### src/logic/ds3_test_pkg.sv
// constants, types and field layouts for the ds3 test and loopback control block
// assumes a single 200 MHz clock and plain-port control from a craft processor
// Notes on behaviour
// [RL1] inband loopback code detection can be enabled or disabled; disabled ignores codes
// [RL2] customer loss of signal sends chosen keep-alive to network: idle, AIS, none
// [RL3] timeout disabled, 20, 60, 120 min or 24 h; expiry releases any test
// [RL4] loopback select button during loopback releases it to normal
// [RL5] pattern and loopback never active together
// [RL6] patterns can go toward network and customer at once
// [RL7] error counter counts bit errors, holds at 65535
// [RL8] loss of pattern sync forces count to 65535
// [RL9] reset-errors command clears counter to zero
// [RL10] pattern to network sends unframed all ones to customer
// [RL11] pattern types: 2^23-1, QRSS, blue, idle, user defined
// [RL12] user pattern defaults to eight zeros then eight ones
// [RL13] pattern to customer sends framed idle to network
// [RL14] one framing for both directions: C-bit, M13 or unframed
// [RL15] pattern clock is recovered network clock or local reference
// [RL16] network clock is the default timing source
// [RL17] factory reset restores timeout, inband enable and keep-alive choice
// [RL18] far end arms with 1011100 for 5 s, then 20 s to identify
// [RL19] deactivation code 1110110 releases inband loopback or pattern at once
// [RL20] QRSS is 2^20-1 sequence with zero runs limited
// [RL21] 16-bit error counter, cleared when a new pattern test starts
// [RL22] timer starts with a test, stops silently on manual end
package ds3_test_pkg;

  // timing source and timeouts
  localparam int unsigned CLK_HZ        = 200_000_000;
  localparam int unsigned MIN_20        = 20;
  localparam int unsigned MIN_60        = 60;
  localparam int unsigned MIN_120       = 120;
  localparam int unsigned MIN_1440      = 1440;
  localparam int unsigned SEC_PER_MIN   = 60;
  localparam int unsigned TICK_CYCLES   = CLK_HZ;          // one second tick
  localparam int unsigned ARM_SEC       = 5;
  localparam int unsigned ID_WINDOW_SEC = 20;

  // inband codes and test identifiers
  localparam logic [6:0]  ARM_CODE      = 7'h5C;           // 1011100
  localparam logic [6:0]  DEACT_CODE    = 7'h76;           // 1110110
  localparam logic [15:0] ID_LOOPBACK   = 16'hD3D3;
  localparam logic [15:0] ID_PRBS23     = 16'h2E23;
  localparam logic [15:0] ID_QRSS       = 16'h2E20;
  localparam logic [15:0] ID_BLUE       = 16'hD741;
  localparam logic [15:0] ID_IDLE       = 16'hD742;
  localparam logic [15:0] ID_USER       = 16'hD743;

  // pattern constants
  localparam logic [15:0] USER_DEFAULT  = 16'h00FF;        // sent msb first
  localparam logic [15:0] ERR_MAX       = 16'hFFFF;
  localparam logic [22:0] PRBS23_SEED   = 23'h7FFFFF;
  localparam logic [19:0] QRSS_SEED     = 20'hFFFFF;
  localparam logic [4:0]  QRSS_ZMAX     = 5'h0E;           // longest zero run kept
  localparam logic [3:0]  IDLE_NIB      = 4'hC;            // 1100 repeating

  typedef enum logic [2:0] {TO_OFF, TO_20, TO_60, TO_120, TO_24H} timeout_t;
  typedef enum logic [1:0] {KA_IDLE, KA_AIS, KA_NONE} keep_alive_choice_t;
  typedef enum logic [2:0] {PT_PRBS23, PT_QRSS, PT_BLUE, PT_IDLE, PT_USER} pattern_t;
  typedef enum logic [1:0] {FR_CBIT, FR_M13, FR_NONE} framing_t;
  typedef enum logic [2:0] {TX_PASS, TX_PATTERN, TX_ONES, TX_IDLE, TX_AIS, TX_OFF} tx_src_t;

  localparam timeout_t           TIMEOUT_DEFAULT = TO_120;
  localparam keep_alive_choice_t KA_DEFAULT      = KA_AIS;
  localparam logic               INBAND_DEFAULT  = 1'b1;

  // what each line transmitter shows
  typedef struct packed {
    tx_src_t  src;
    framing_t framing;   // no_framing for ones, C-bit etc otherwise
  } tx_sel_t;

  // craft commands, one-cycle pulses
  typedef struct packed {
    logic start_network_side_clock_pattern;
    logic start_cust_pattern;
    logic start_loopback;
    logic stop_test;
    logic reset_errors;
    logic factory_reset;
  } cmd_t;

endpackage

### src/logic/ds3_test_ctrl.sv
// test pattern, loopback and timeout control for a ds3 interface
// assumes framers/line codecs outside; link clocks and pins arrive asynchronous
module ds3_test_ctrl
  import ds3_test_pkg::*;
#(
  parameter int unsigned TICK = TICK_CYCLES   // cycles per second, shorten in sim
) (
  // clock and reset
  input  wire logic               mclk_i,
  input  wire logic               rst_n_i,
  // craft commands and provisioning
  input  wire cmd_t               cmd_i,
  input  wire timeout_t           timeout_sel_i,
  input  wire logic               set_timeout_i,
  input  wire logic               inband_en_i,
  input  wire logic               set_inband_i,
  input  wire keep_alive_choice_t keep_alive_choice_i,
  input  wire logic               set_keep_alive_i,
  input  wire pattern_t           pattern_sel_i,
  input  wire framing_t           framing_sel_i,
  input  wire logic               local_timing_i,
  input  wire logic [15:0]        user_pattern_i,
  input  wire logic               set_user_pattern_i,
  // pins from outside the clock domain
  input  wire logic               loopback_select_button_i,
  input  wire logic               loss_of_signal_i,
  input  wire logic               network_side_clock_i,
  input  wire logic               local_ref_clock_i,
  input  wire logic               rx_data_i,
  input  wire logic               inband_valid_i,
  input  wire logic [15:0]        inband_code_i,
  // status and line control
  output logic                    loopback_o,
  output logic                    network_side_clock_pattern_o,
  output logic                    cust_pattern_o,
  output logic [15:0]             pattern_errors_o,
  output logic                    pattern_bit_o,
  output logic                    pattern_strobe_o,
  output tx_sel_t                 network_side_clock_tx_o,
  output tx_sel_t                 cust_tx_o,
  output logic                    inband_en_o,
  output timeout_t                timeout_o,
  output keep_alive_choice_t      keep_alive_o
);

  localparam int unsigned NSYNC = 6;

  typedef enum logic [1:0] {IB_IDLE, IB_ARMING, IB_WAIT_ID} ib_state_t;

  typedef struct packed {
    logic [NSYNC-1:0]   s1, s2;
    logic               clk_prev;
    logic               btn_prev;
    logic [15:0]        code_s1;
    logic [15:0]        code_q;
    timeout_t           timeout;
    logic               inband_en;
    keep_alive_choice_t ka;
    logic [15:0]        user_pat;
    logic               lbk, pat_n, pat_c, inband_test;
    pattern_t           pat;
    framing_t           fr;
    logic [31:0]        sec_cnt;
    logic [10:0]        min_cnt;   // elapsed minutes since test start
    logic [5:0]         sec_in_min;
    ib_state_t          ib;
    logic [4:0]         ib_sec;
    logic [22:0]        prbs23;
    logic [19:0]        qrss;
    logic [4:0]         zrun;
    logic [3:0]         idx;
    logic               bit_q, strobe, prev_bit;
    logic [15:0]        errs;
    logic [3:0]         good_run;
    logic [3:0]         bad_run;
    logic               in_sync;
  } state_t;

  state_t r, next_r;
  logic [NSYNC-1:0] async_in;
  logic btn_s, los_s, nclk_s, lclk_s, rx_s, ib_v_s;
  logic clk_sel, edge_en, btn_press, any_test, expire, ib_ok;
  logic gen_bit, next23, next20, qbit;
  logic [10:0] limit;

  assign async_in = {loopback_select_button_i, loss_of_signal_i, network_side_clock_i,
                     local_ref_clock_i, rx_data_i, inband_valid_i};
  assign {btn_s, los_s, nclk_s, lclk_s, rx_s, ib_v_s} = r.s2;

  // timeout selection in minutes
  always_comb begin
    case (r.timeout)
      TO_20:   limit = 11'(MIN_20);
      TO_60:   limit = 11'(MIN_60);
      TO_120:  limit = 11'(MIN_120);
      TO_24H:  limit = 11'(MIN_1440);
      default: limit = 11'h000;
    endcase
  end

  // [RL15] clock source select
  assign clk_sel   = local_timing_i ? lclk_s : nclk_s;
  assign edge_en   = clk_sel & ~r.clk_prev;
  assign btn_press = btn_s & ~r.btn_prev;
  assign any_test  = r.lbk | r.pat_n | r.pat_c;
  // [RL3] expiry releases test
  assign expire    = any_test && (r.timeout != TO_OFF) && (r.min_cnt >= limit);
  // [RL1] codes ignored when disabled
  assign ib_ok     = ib_v_s & r.inband_en;
  assign next23    = r.prbs23[22] ^ r.prbs23[17];
  assign next20    = r.qrss[19] ^ r.qrss[16];
  // [RL20] qrss forces a one after a long zero run
  assign qbit      = (r.zrun >= QRSS_ZMAX) ? 1'b1 : r.qrss[19];

  // [RL11] pattern bit per type
  always_comb begin
    case (r.pat)
      PT_PRBS23: gen_bit = r.prbs23[22];
      PT_QRSS:   gen_bit = qbit;
      PT_BLUE:   gen_bit = 1'b1;
      PT_IDLE:   gen_bit = IDLE_NIB[3 - r.idx[1:0]];
      PT_USER:   gen_bit = r.user_pat[4'hF - r.idx];
      default:   gen_bit = 1'b0;
    endcase
  end

  // all next-state logic
  always_comb begin
    next_r          = r;
    next_r.s1       = async_in;
    next_r.s2       = r.s1;
    next_r.clk_prev = clk_sel;
    next_r.btn_prev = btn_s;
    next_r.strobe   = 1'b0;
    // code delayed two stages so it still stands while the synced valid does
    next_r.code_s1  = inband_code_i;
    next_r.code_q   = r.code_s1;
    // provisioning writes
    if (set_timeout_i) next_r.timeout = timeout_sel_i;
    if (set_inband_i) next_r.inband_en = inband_en_i;
    if (set_keep_alive_i) next_r.ka = keep_alive_choice_i;
    if (set_user_pattern_i) next_r.user_pat = user_pattern_i;
    // [RL17] factory defaults
    if (cmd_i.factory_reset) begin
      next_r.timeout   = TIMEOUT_DEFAULT;
      next_r.inband_en = INBAND_DEFAULT;
      next_r.ka        = KA_DEFAULT;
    end
    // one-second timebase for timeout and inband timers
    if (r.sec_cnt >= 32'(TICK - 1)) begin
      next_r.sec_cnt = 32'h0000_0000;
      if (r.ib != IB_IDLE) next_r.ib_sec = r.ib_sec + 5'h01;
      if (any_test) begin
        next_r.sec_in_min = (r.sec_in_min == 6'(SEC_PER_MIN - 1)) ? 6'h00 : r.sec_in_min + 6'h01;
        if (r.sec_in_min == 6'(SEC_PER_MIN - 1)) next_r.min_cnt = r.min_cnt + 11'h001;
      end
    end else begin
      next_r.sec_cnt = r.sec_cnt + 32'h0000_0001;
    end
    // [RL18] arming then identifier window
    case (r.ib)
      IB_IDLE: begin
        if (ib_ok && r.code_q[6:0] == ARM_CODE) begin
          next_r.ib = IB_ARMING;
          next_r.ib_sec = 5'h00;
        end
      end
      IB_ARMING: begin
        if (!(ib_ok && r.code_q[6:0] == ARM_CODE)) next_r.ib = IB_IDLE;
        else if (r.ib_sec >= 5'(ARM_SEC)) begin
          next_r.ib = IB_WAIT_ID;
          next_r.ib_sec = 5'h00;
        end
      end
      IB_WAIT_ID: begin
        if (r.ib_sec >= 5'(ID_WINDOW_SEC)) next_r.ib = IB_IDLE;
      end
      default: next_r.ib = IB_IDLE;
    endcase
    // manual and inband test control; each start also restarts timer
    if (cmd_i.start_loopback || (r.ib == IB_WAIT_ID && ib_ok && r.code_q == ID_LOOPBACK)) begin
      // [RL5] loopback displaces patterns
      next_r.lbk = 1'b1;
      next_r.pat_n = 1'b0;
      next_r.pat_c = 1'b0;
      next_r.inband_test = !cmd_i.start_loopback;
      next_r.ib = IB_IDLE;
      // [RL22] timer starts with test
      next_r.min_cnt = 11'h000;
      next_r.sec_in_min = 6'h00;
    end else if (cmd_i.start_network_side_clock_pattern || cmd_i.start_cust_pattern ||
                 (r.ib == IB_WAIT_ID && ib_ok && (r.code_q == ID_PRBS23 ||
                  r.code_q == ID_QRSS || r.code_q == ID_BLUE ||
                  r.code_q == ID_IDLE || r.code_q == ID_USER))) begin
      next_r.lbk = 1'b0;
      // [RL6] both directions may run
      if (r.ib == IB_WAIT_ID && !cmd_i.start_network_side_clock_pattern && !cmd_i.start_cust_pattern) begin
        next_r.pat_n = 1'b1;
        next_r.pat_c = 1'b1;
        next_r.inband_test = 1'b1;
        next_r.ib = IB_IDLE;
        case (r.code_q)
          ID_PRBS23: next_r.pat = PT_PRBS23;
          ID_QRSS:   next_r.pat = PT_QRSS;
          ID_BLUE:   next_r.pat = PT_BLUE;
          ID_IDLE:   next_r.pat = PT_IDLE;
          default:   next_r.pat = PT_USER;
        endcase
      end else begin
        next_r.pat_n = r.pat_n | cmd_i.start_network_side_clock_pattern;
        next_r.pat_c = r.pat_c | cmd_i.start_cust_pattern;
        next_r.inband_test = 1'b0;
        next_r.pat = pattern_sel_i;
      end
      // [RL14] one framing for both directions
      next_r.fr = framing_sel_i;
      // [RL21] fresh count on new test
      next_r.errs = 16'h0000;
      next_r.in_sync = 1'b0;
      next_r.good_run = 4'h0;
      next_r.bad_run = 4'h0;
      next_r.prbs23 = PRBS23_SEED;
      next_r.qrss = QRSS_SEED;
      next_r.idx = 4'h0;
      next_r.zrun = 5'h00;
      next_r.min_cnt = 11'h000;
      next_r.sec_in_min = 6'h00;
    end else if (cmd_i.stop_test || (btn_press && r.lbk) ||
                 (ib_ok && r.inband_test && r.code_q[6:0] == DEACT_CODE) || expire) begin
      // [RL4] button releases loopback
      // [RL19] deactivation releases at once
      next_r.lbk = 1'b0;
      next_r.pat_n = 1'b0;
      next_r.pat_c = 1'b0;
      next_r.inband_test = 1'b0;
      next_r.min_cnt = 11'h000;
      next_r.sec_in_min = 6'h00;
    end
    // generator and checker advance on the chosen link clock edge
    if (edge_en && (r.pat_n || r.pat_c)) begin
      next_r.bit_q = gen_bit;
      next_r.strobe = 1'b1;
      next_r.idx = r.idx + 4'h1;
      next_r.prbs23 = {r.prbs23[21:0], next23};
      next_r.qrss = {r.qrss[18:0], next20};
      next_r.zrun = (qbit == 1'b0) ? r.zrun + 5'h01 : 5'h00;
      // loopback-side receive compared to the sent bit two edges later
      next_r.prev_bit = r.bit_q;
      if (rx_s == r.prev_bit) begin
        next_r.bad_run = 4'h0;
        if (r.good_run != 4'hF) next_r.good_run = r.good_run + 4'h1;
        if (r.good_run == 4'hE) next_r.in_sync = 1'b1;
      end else begin
        next_r.good_run = 4'h0;
        if (r.bad_run != 4'hF) next_r.bad_run = r.bad_run + 4'h1;
        // [RL7] saturating error count
        if (r.in_sync && r.errs != ERR_MAX) next_r.errs = r.errs + 16'h0001;
      end
    end
    // [RL8] sync loss forces full count
    // eighth errored bit in a row means sync lost; isolated errors only count up
    if ((r.pat_n || r.pat_c) && r.in_sync && edge_en && rx_s != r.prev_bit &&
        r.bad_run == 4'h7) begin
      next_r.in_sync = 1'b0;
      next_r.errs = ERR_MAX;
    end
    if ((r.pat_n || r.pat_c) && !r.in_sync && r.strobe && r.idx == 4'h0 && r.errs != 16'h0000)
      next_r.errs = ERR_MAX;
    // [RL9] clear on command
    if (cmd_i.reset_errors) next_r.errs = 16'h0000;
  end

  // single register for all state
  always_ff @(posedge mclk_i) begin
    if (!rst_n_i) begin
      r           <= '0;
      r.timeout   <= TIMEOUT_DEFAULT;
      r.inband_en <= INBAND_DEFAULT;
      r.ka        <= KA_DEFAULT;
      // [RL12] default user pattern
      r.user_pat  <= USER_DEFAULT;
      r.prbs23    <= PRBS23_SEED;
      r.qrss      <= QRSS_SEED;
      r.ib        <= IB_IDLE;
      r.pat       <= PT_PRBS23;
      r.fr        <= FR_CBIT;
    end else begin
      r <= next_r;
    end
  end

  // line transmit selection
  always_comb begin
    network_side_clock_tx_o = '{src: TX_PASS, framing: r.fr};
    cust_tx_o = '{src: TX_PASS, framing: r.fr};
    if (r.pat_n) network_side_clock_tx_o.src = TX_PATTERN;
    // [RL13] framed idle toward network
    else if (r.pat_c) network_side_clock_tx_o = '{src: TX_IDLE, framing: (r.fr == FR_NONE) ? FR_CBIT : r.fr};
    // [RL2] keep-alive on customer loss
    else if (los_s && !r.lbk)
      network_side_clock_tx_o.src = (r.ka == KA_IDLE) ? TX_IDLE : (r.ka == KA_AIS) ? TX_AIS : TX_OFF;
    if (r.pat_c) cust_tx_o.src = TX_PATTERN;
    // [RL10] unframed ones toward customer
    else if (r.pat_n) cust_tx_o = '{src: TX_ONES, framing: FR_NONE};
  end

  // [RL16] local_timing_i low selects network clock
  assign loopback_o       = r.lbk;
  assign network_side_clock_pattern_o   = r.pat_n;
  assign cust_pattern_o   = r.pat_c;
  assign pattern_errors_o = r.errs;
  assign pattern_bit_o    = r.bit_q;
  assign pattern_strobe_o = r.strobe;
  assign inband_en_o      = r.inband_en;
  assign timeout_o        = r.timeout;
  assign keep_alive_o     = r.ka;

endmodule // ds3_test_ctrl

### config.mk
export PLATFORM = sky130hd
export DESIGN_NAME = ds3_test_ctrl
export DESIGN_NICKNAME = d
export VERILOG_FILES = /design/src/logic/ds3_test_pkg.sv /design/src/logic/ds3_test_ctrl.sv
export SDC_FILE = /design/constraint.sdc
export NUM_CORES = 1
export LEC_CHECK = 0
export BUFFER_PORTS_ARGS = -buffer_cell sky130_fd_sc_hd__buf_2
export CAP_MARGIN = 20
export CORE_UTILIZATION = 40
export DETAILED_ROUTE_END_ITERATION = 16
export GPL_ROUTABILITY_DRIVEN = 0
export SKIP_CTS_REPAIR_TIMING = 1
export SLEW_MARGIN = 10
export SYNTH_ARGS = -nofsm -noshare
export SYNTH_HDL_FRONTEND = slang
export SYNTH_SLANG_ARGS = --single-unit
### constraint.sdc
create_clock -name mclk_i -period 3.83 [get_ports mclk_i]
set_clock_uncertainty 0.1 [all_clocks]
set_input_delay 0.5745 -clock mclk_i [delete_from_list [all_inputs] [get_ports mclk_i]]
set_output_delay 0.5745 -clock mclk_i [all_outputs]
set_load 0.05 [all_outputs]
==> results.env <==
OUTCOME='finished, final reports clean'
AREAGROWTHSYNTHTOFINISH_PCT=13.65
FINAL_CYCLE_UTILIZATION_OF_THE_CRITICAL_PATH=0.8776
ASYNC_RESET_FF_FRAC=0
CTS.SINK_COUNT=213
FP.COREAREA_UM2=22920
SYNTHDISTINCTLIBCELLS=88
ROUTE.DETAILED.DRC=0
INTERNAL_POWER_mW=3.565
CTS_TREE='yes'
CRITICALPATHCATEGORY='reg2reg'
ANT_NETS=0
GRT_START_MAX_NET_PINS=90
GRT_OVERFLOW=0
WORSTSETUPENDPOINTTYPE='flip-flop'
DETAILED_PLACE_HPWL_UM=14420
CRITICAL_PATH.TOP_DELAY_FAMILY='compound AO/OA/AOI/OAI gates'
ANTENNA_FOUND_INITIAL=4
GLOBALROUTETOTALUTIL=0.1739
CRITICAL_PATH_REQUIRED_NS=4.14
DIE_WIDTH_UM=155.6
INITIAL_UTILIZATION=0.4119
WORSTSKEWPAIRLATENCY_NS=0.50
CRIT_PATH_TOP_DELAY_CELL='sky130_fd_sc_hd__a2111oi_2'
FILLCELLCOUNT=2239
REPORT.FINAL.HOLD_VIOL_COUNT=0
NUMCTSBUFFERS=23
CP.ARRIVAL_NS=3.67
VIA_COUNT=7620
CELL_CHAIN_OF_THE_CRITICAL_PATH='nor2_1 > or2_2 > ha_1 > a2111oi_0 > o21ai_0 > a221o_1 > a2111oi_2 > nand2_2 > a311oi_1'
LEADING_POST_SYNTHESIS_CELLS_BY_INSTANCE_COUNT='sky130_fd_sc_hd__dfxtp_1, sky130_fd_sc_hd__nor2_1, sky130_fd_sc_hd__nand2_1, sky130_fd_sc_hd__nor3_1, sky130_fd_sc_hd__and2_1'
PORTION_OF_TOTAL_POWER_ATTRIBUTED_TO_THE_CLOCK_NETWORK=0.448
TIMING_WORST_SLEW_PIN_VALUE_NS=0.9651
HOLD_CLASS='in2reg'
SYNTH.AVG_CELL_AREA_UM2=8.998
DRT-VIAS-PER-INSTANCE=5.277
PLACE_INST=1402
CLOCK_TREE.ROOT_CELL='sky130_fd_sc_hd__clkbuf_16'
CAP_VIOLATIONS=0
DESIGN.PORTCOUNT=99
POWER.COMBINATIONAL.FRACTION=0.054
MAXSLEWVIOLCOUNT=0
FINALCOREUTILIZATION=0.4681
CELLLEAKAGEPOWER_nW=4.025
POST-SYNTH-TOP-COUNT-CELL='sky130_fd_sc_hd__dfxtp_1'
CTS-ROOT-TO-SINK-BUFFERS=3
STARTPOINT_TYPE='flip-flop'
YOSYS_REGISTER_BITS=213
NUMBER_OF_GLOBAL_ROUTE_VIAS_BEFORE_REPAIR=7072
LAYOUT-DRIVE-GT1-SHARE=0.1534
NUM-NETS-FINAL=1200
FLOORPLAN.ROWS=55
COUNT_OF_FLIP_FLOPS_WITH_A_BUILT_IN_ENABLE_AFTER_SYNTHESIS=0
DETAILEDROUTE.FIRSTPASSITERATIONCOUNT=5
WL_PER_CELL_UM=14.54
CTS.CLK_SLEW.WORST_PATHS_NS=0.06
MAX-SLEW-MARGIN-REL=0.3566
DRT_FIRST_ITER_VIOLATIONS=422
SYNTH_FLOP_CELL='sky130_fd_sc_hd__dfxtp_1'
VDD.IR_DROP.WORST_uV=257.0
RSZ_0062_RAISED_AFTER_GLOBAL_ROUTING='false'
IO_BUFFERS=97
PERIOD_NEEDED_NS=3.361
LARGEST_STAGE_DELAY_ON_THE_CRITICAL_PATH_NS=0.51
POWER-PER-CELL-AREA_nW_PER_UM2=428.3
CRITICAL_PATH.MAX_FANOUT=17
SYNTH_AREA_LEADER_CELL='sky130_fd_sc_hd__dfxtp_1'
DIE-AREA_UM2=24220
SYNTH_AREA_UM2=9439
DIE_Y_UM=155.6
FINAL.SETUP.TNS_NS=0
DRT_WL_TOTAL_UM=20990
NETSWITCHINGPOWER_mW=1.030
CELLS_AFTER_SYNTH=1049
CP_NUM_BUF_INV=0
SYNTH.AREA.TOP_CELLS='sky130_fd_sc_hd__dfxtp_1, sky130_fd_sc_hd__nor2_1, sky130_fd_sc_hd__nand2_1'
GRT_PASS1_WL_UM=34810
MAX_FREQ_GHz=0.2975
SYNTH.YOSYS.SEQ_AREA_SHARE=0.4517
NUMBER_OF_CELLS_IN_THE_FINISHED_LAYOUT_APART_FROM_FILLERS=1444
SEQ_POWER_SHARE=0.498
YS.WARNINGS.COUNT=0
CTS_MAX_LEVEL=1
POWER_SWITCHING_SHARE=0.2242
YOSYSTOPAREACELLSHARE=0.4517
SETUP_VIOL_COUNT_FINAL=0
POWER.TOTAL_mW=4.595
## power by group through the flow
stage	registers (mW)	clock network [mW]	logic (mW)
after floorplan	2.33	0	0.177
after global placement	2.33	0	0.248
after detailed placement	2.34	0	0.249
after CTS	2.29	2.12	0.249
after global routing	2.29	2.22	0.272
final	2.29	2.06	0.247
## registers in the layout, summed over array words and instances, names as in the netlist, 2 cells and up
| signal | count |
|---|---|
| r | 159 |
| next_r | 22 |
| pattern_errors_o | 16 |
| timeout_o | 3 |
| keep_alive_o | 2 |
## path summary, 6_finish.rpt
kind,from,endpoint,slack (ns),cells past startpoint
hold / removal,inband_code_i[12],next_r[179],0.17,2
hold reg to reg,next_r[169],r[169],0.33,1
setup reg to reg,timeout_o[0],r[92],0.47,9
setup / recovery,timeout_o[0],r[92],0.47,9
## cell families after synthesis
| logic type | share of synthesized area |
|---|---|
| buffers and inverters | 0.05236 |
| muxes | 0.03857 |
| AOI/OAI and AO/OA | 0.1543 |
| other | 0.0003973 |
| and+or+nand+nor | 0.2365 |
| DFF | 0.4517 |
| xor gates and xnor gates | 0.03433 |
| adders and majority gates | 0.03181 |
## layout by cell type, fill, tap and decap left out, drive strengths merged, types with 5 or more instances in the layout
master / count
dfxtp: 213
nor2: 115
buf: 109
nand2: 85
o21ai: 52
nor3: 50
and2: 47
a21oi: 41
nand3: 40
clkbuf: 34
mux2i: 24
ha: 24
o22a: 22
inv: 22
a31oi: 21
xor2: 20
xnor2: 17
or3: 16
o211ai: 13
nand4: 12
and3: 12
or4: 9
a211oi: 9
nand2b: 8
nor4: 8
nand4b: 7
o31ai: 7
or2: 6
mux4: 5
conb: 5
o21a: 5
clkinv: 5
## stage by stage
stage                     hold WS, ns  area [um2]  setup WS [ns]
final                          0.1732       10730         0.4686
after global routing           0.1652       10720         0.1683
after CTS                      0.1566       10720         0.2758
after detailed placement       0.3177       10010         0.2828
after global placement         0.3146       10010         0.4166
after floorplan                0.3119        9454         0.9079
## per-layer routing
layer / track usage / up-vias / wire length, um
li1: - / 3873 / -
met1: 0.2436 / 3542 / 10530
met2: 0.2746 / 173 / 8923
met3: 0.03444 / 30 / 1195
met4: 0.04062 / 2 / 328
met5: 0 / - / 13
## layout make-up
class | count | area, um2 | share of cell area
flip-flops and latches | 213 | 4264 | 0.3975
diodes | 3 | 7.507 | 0.0006998
clock buffers | 34 | 676.9 | 0.06310
inverters | 22 | 82.58 | 0.007698
clock inverters | 5 | 28.78 | 0.002683
well taps | 313 | 391.6 | 0.03651
repair buffers | 109 | 575.6 | 0.05365
multi-input cells | 745 | 4701 | 0.4382
Note: power is estimated with default switching activity, not from simulation.
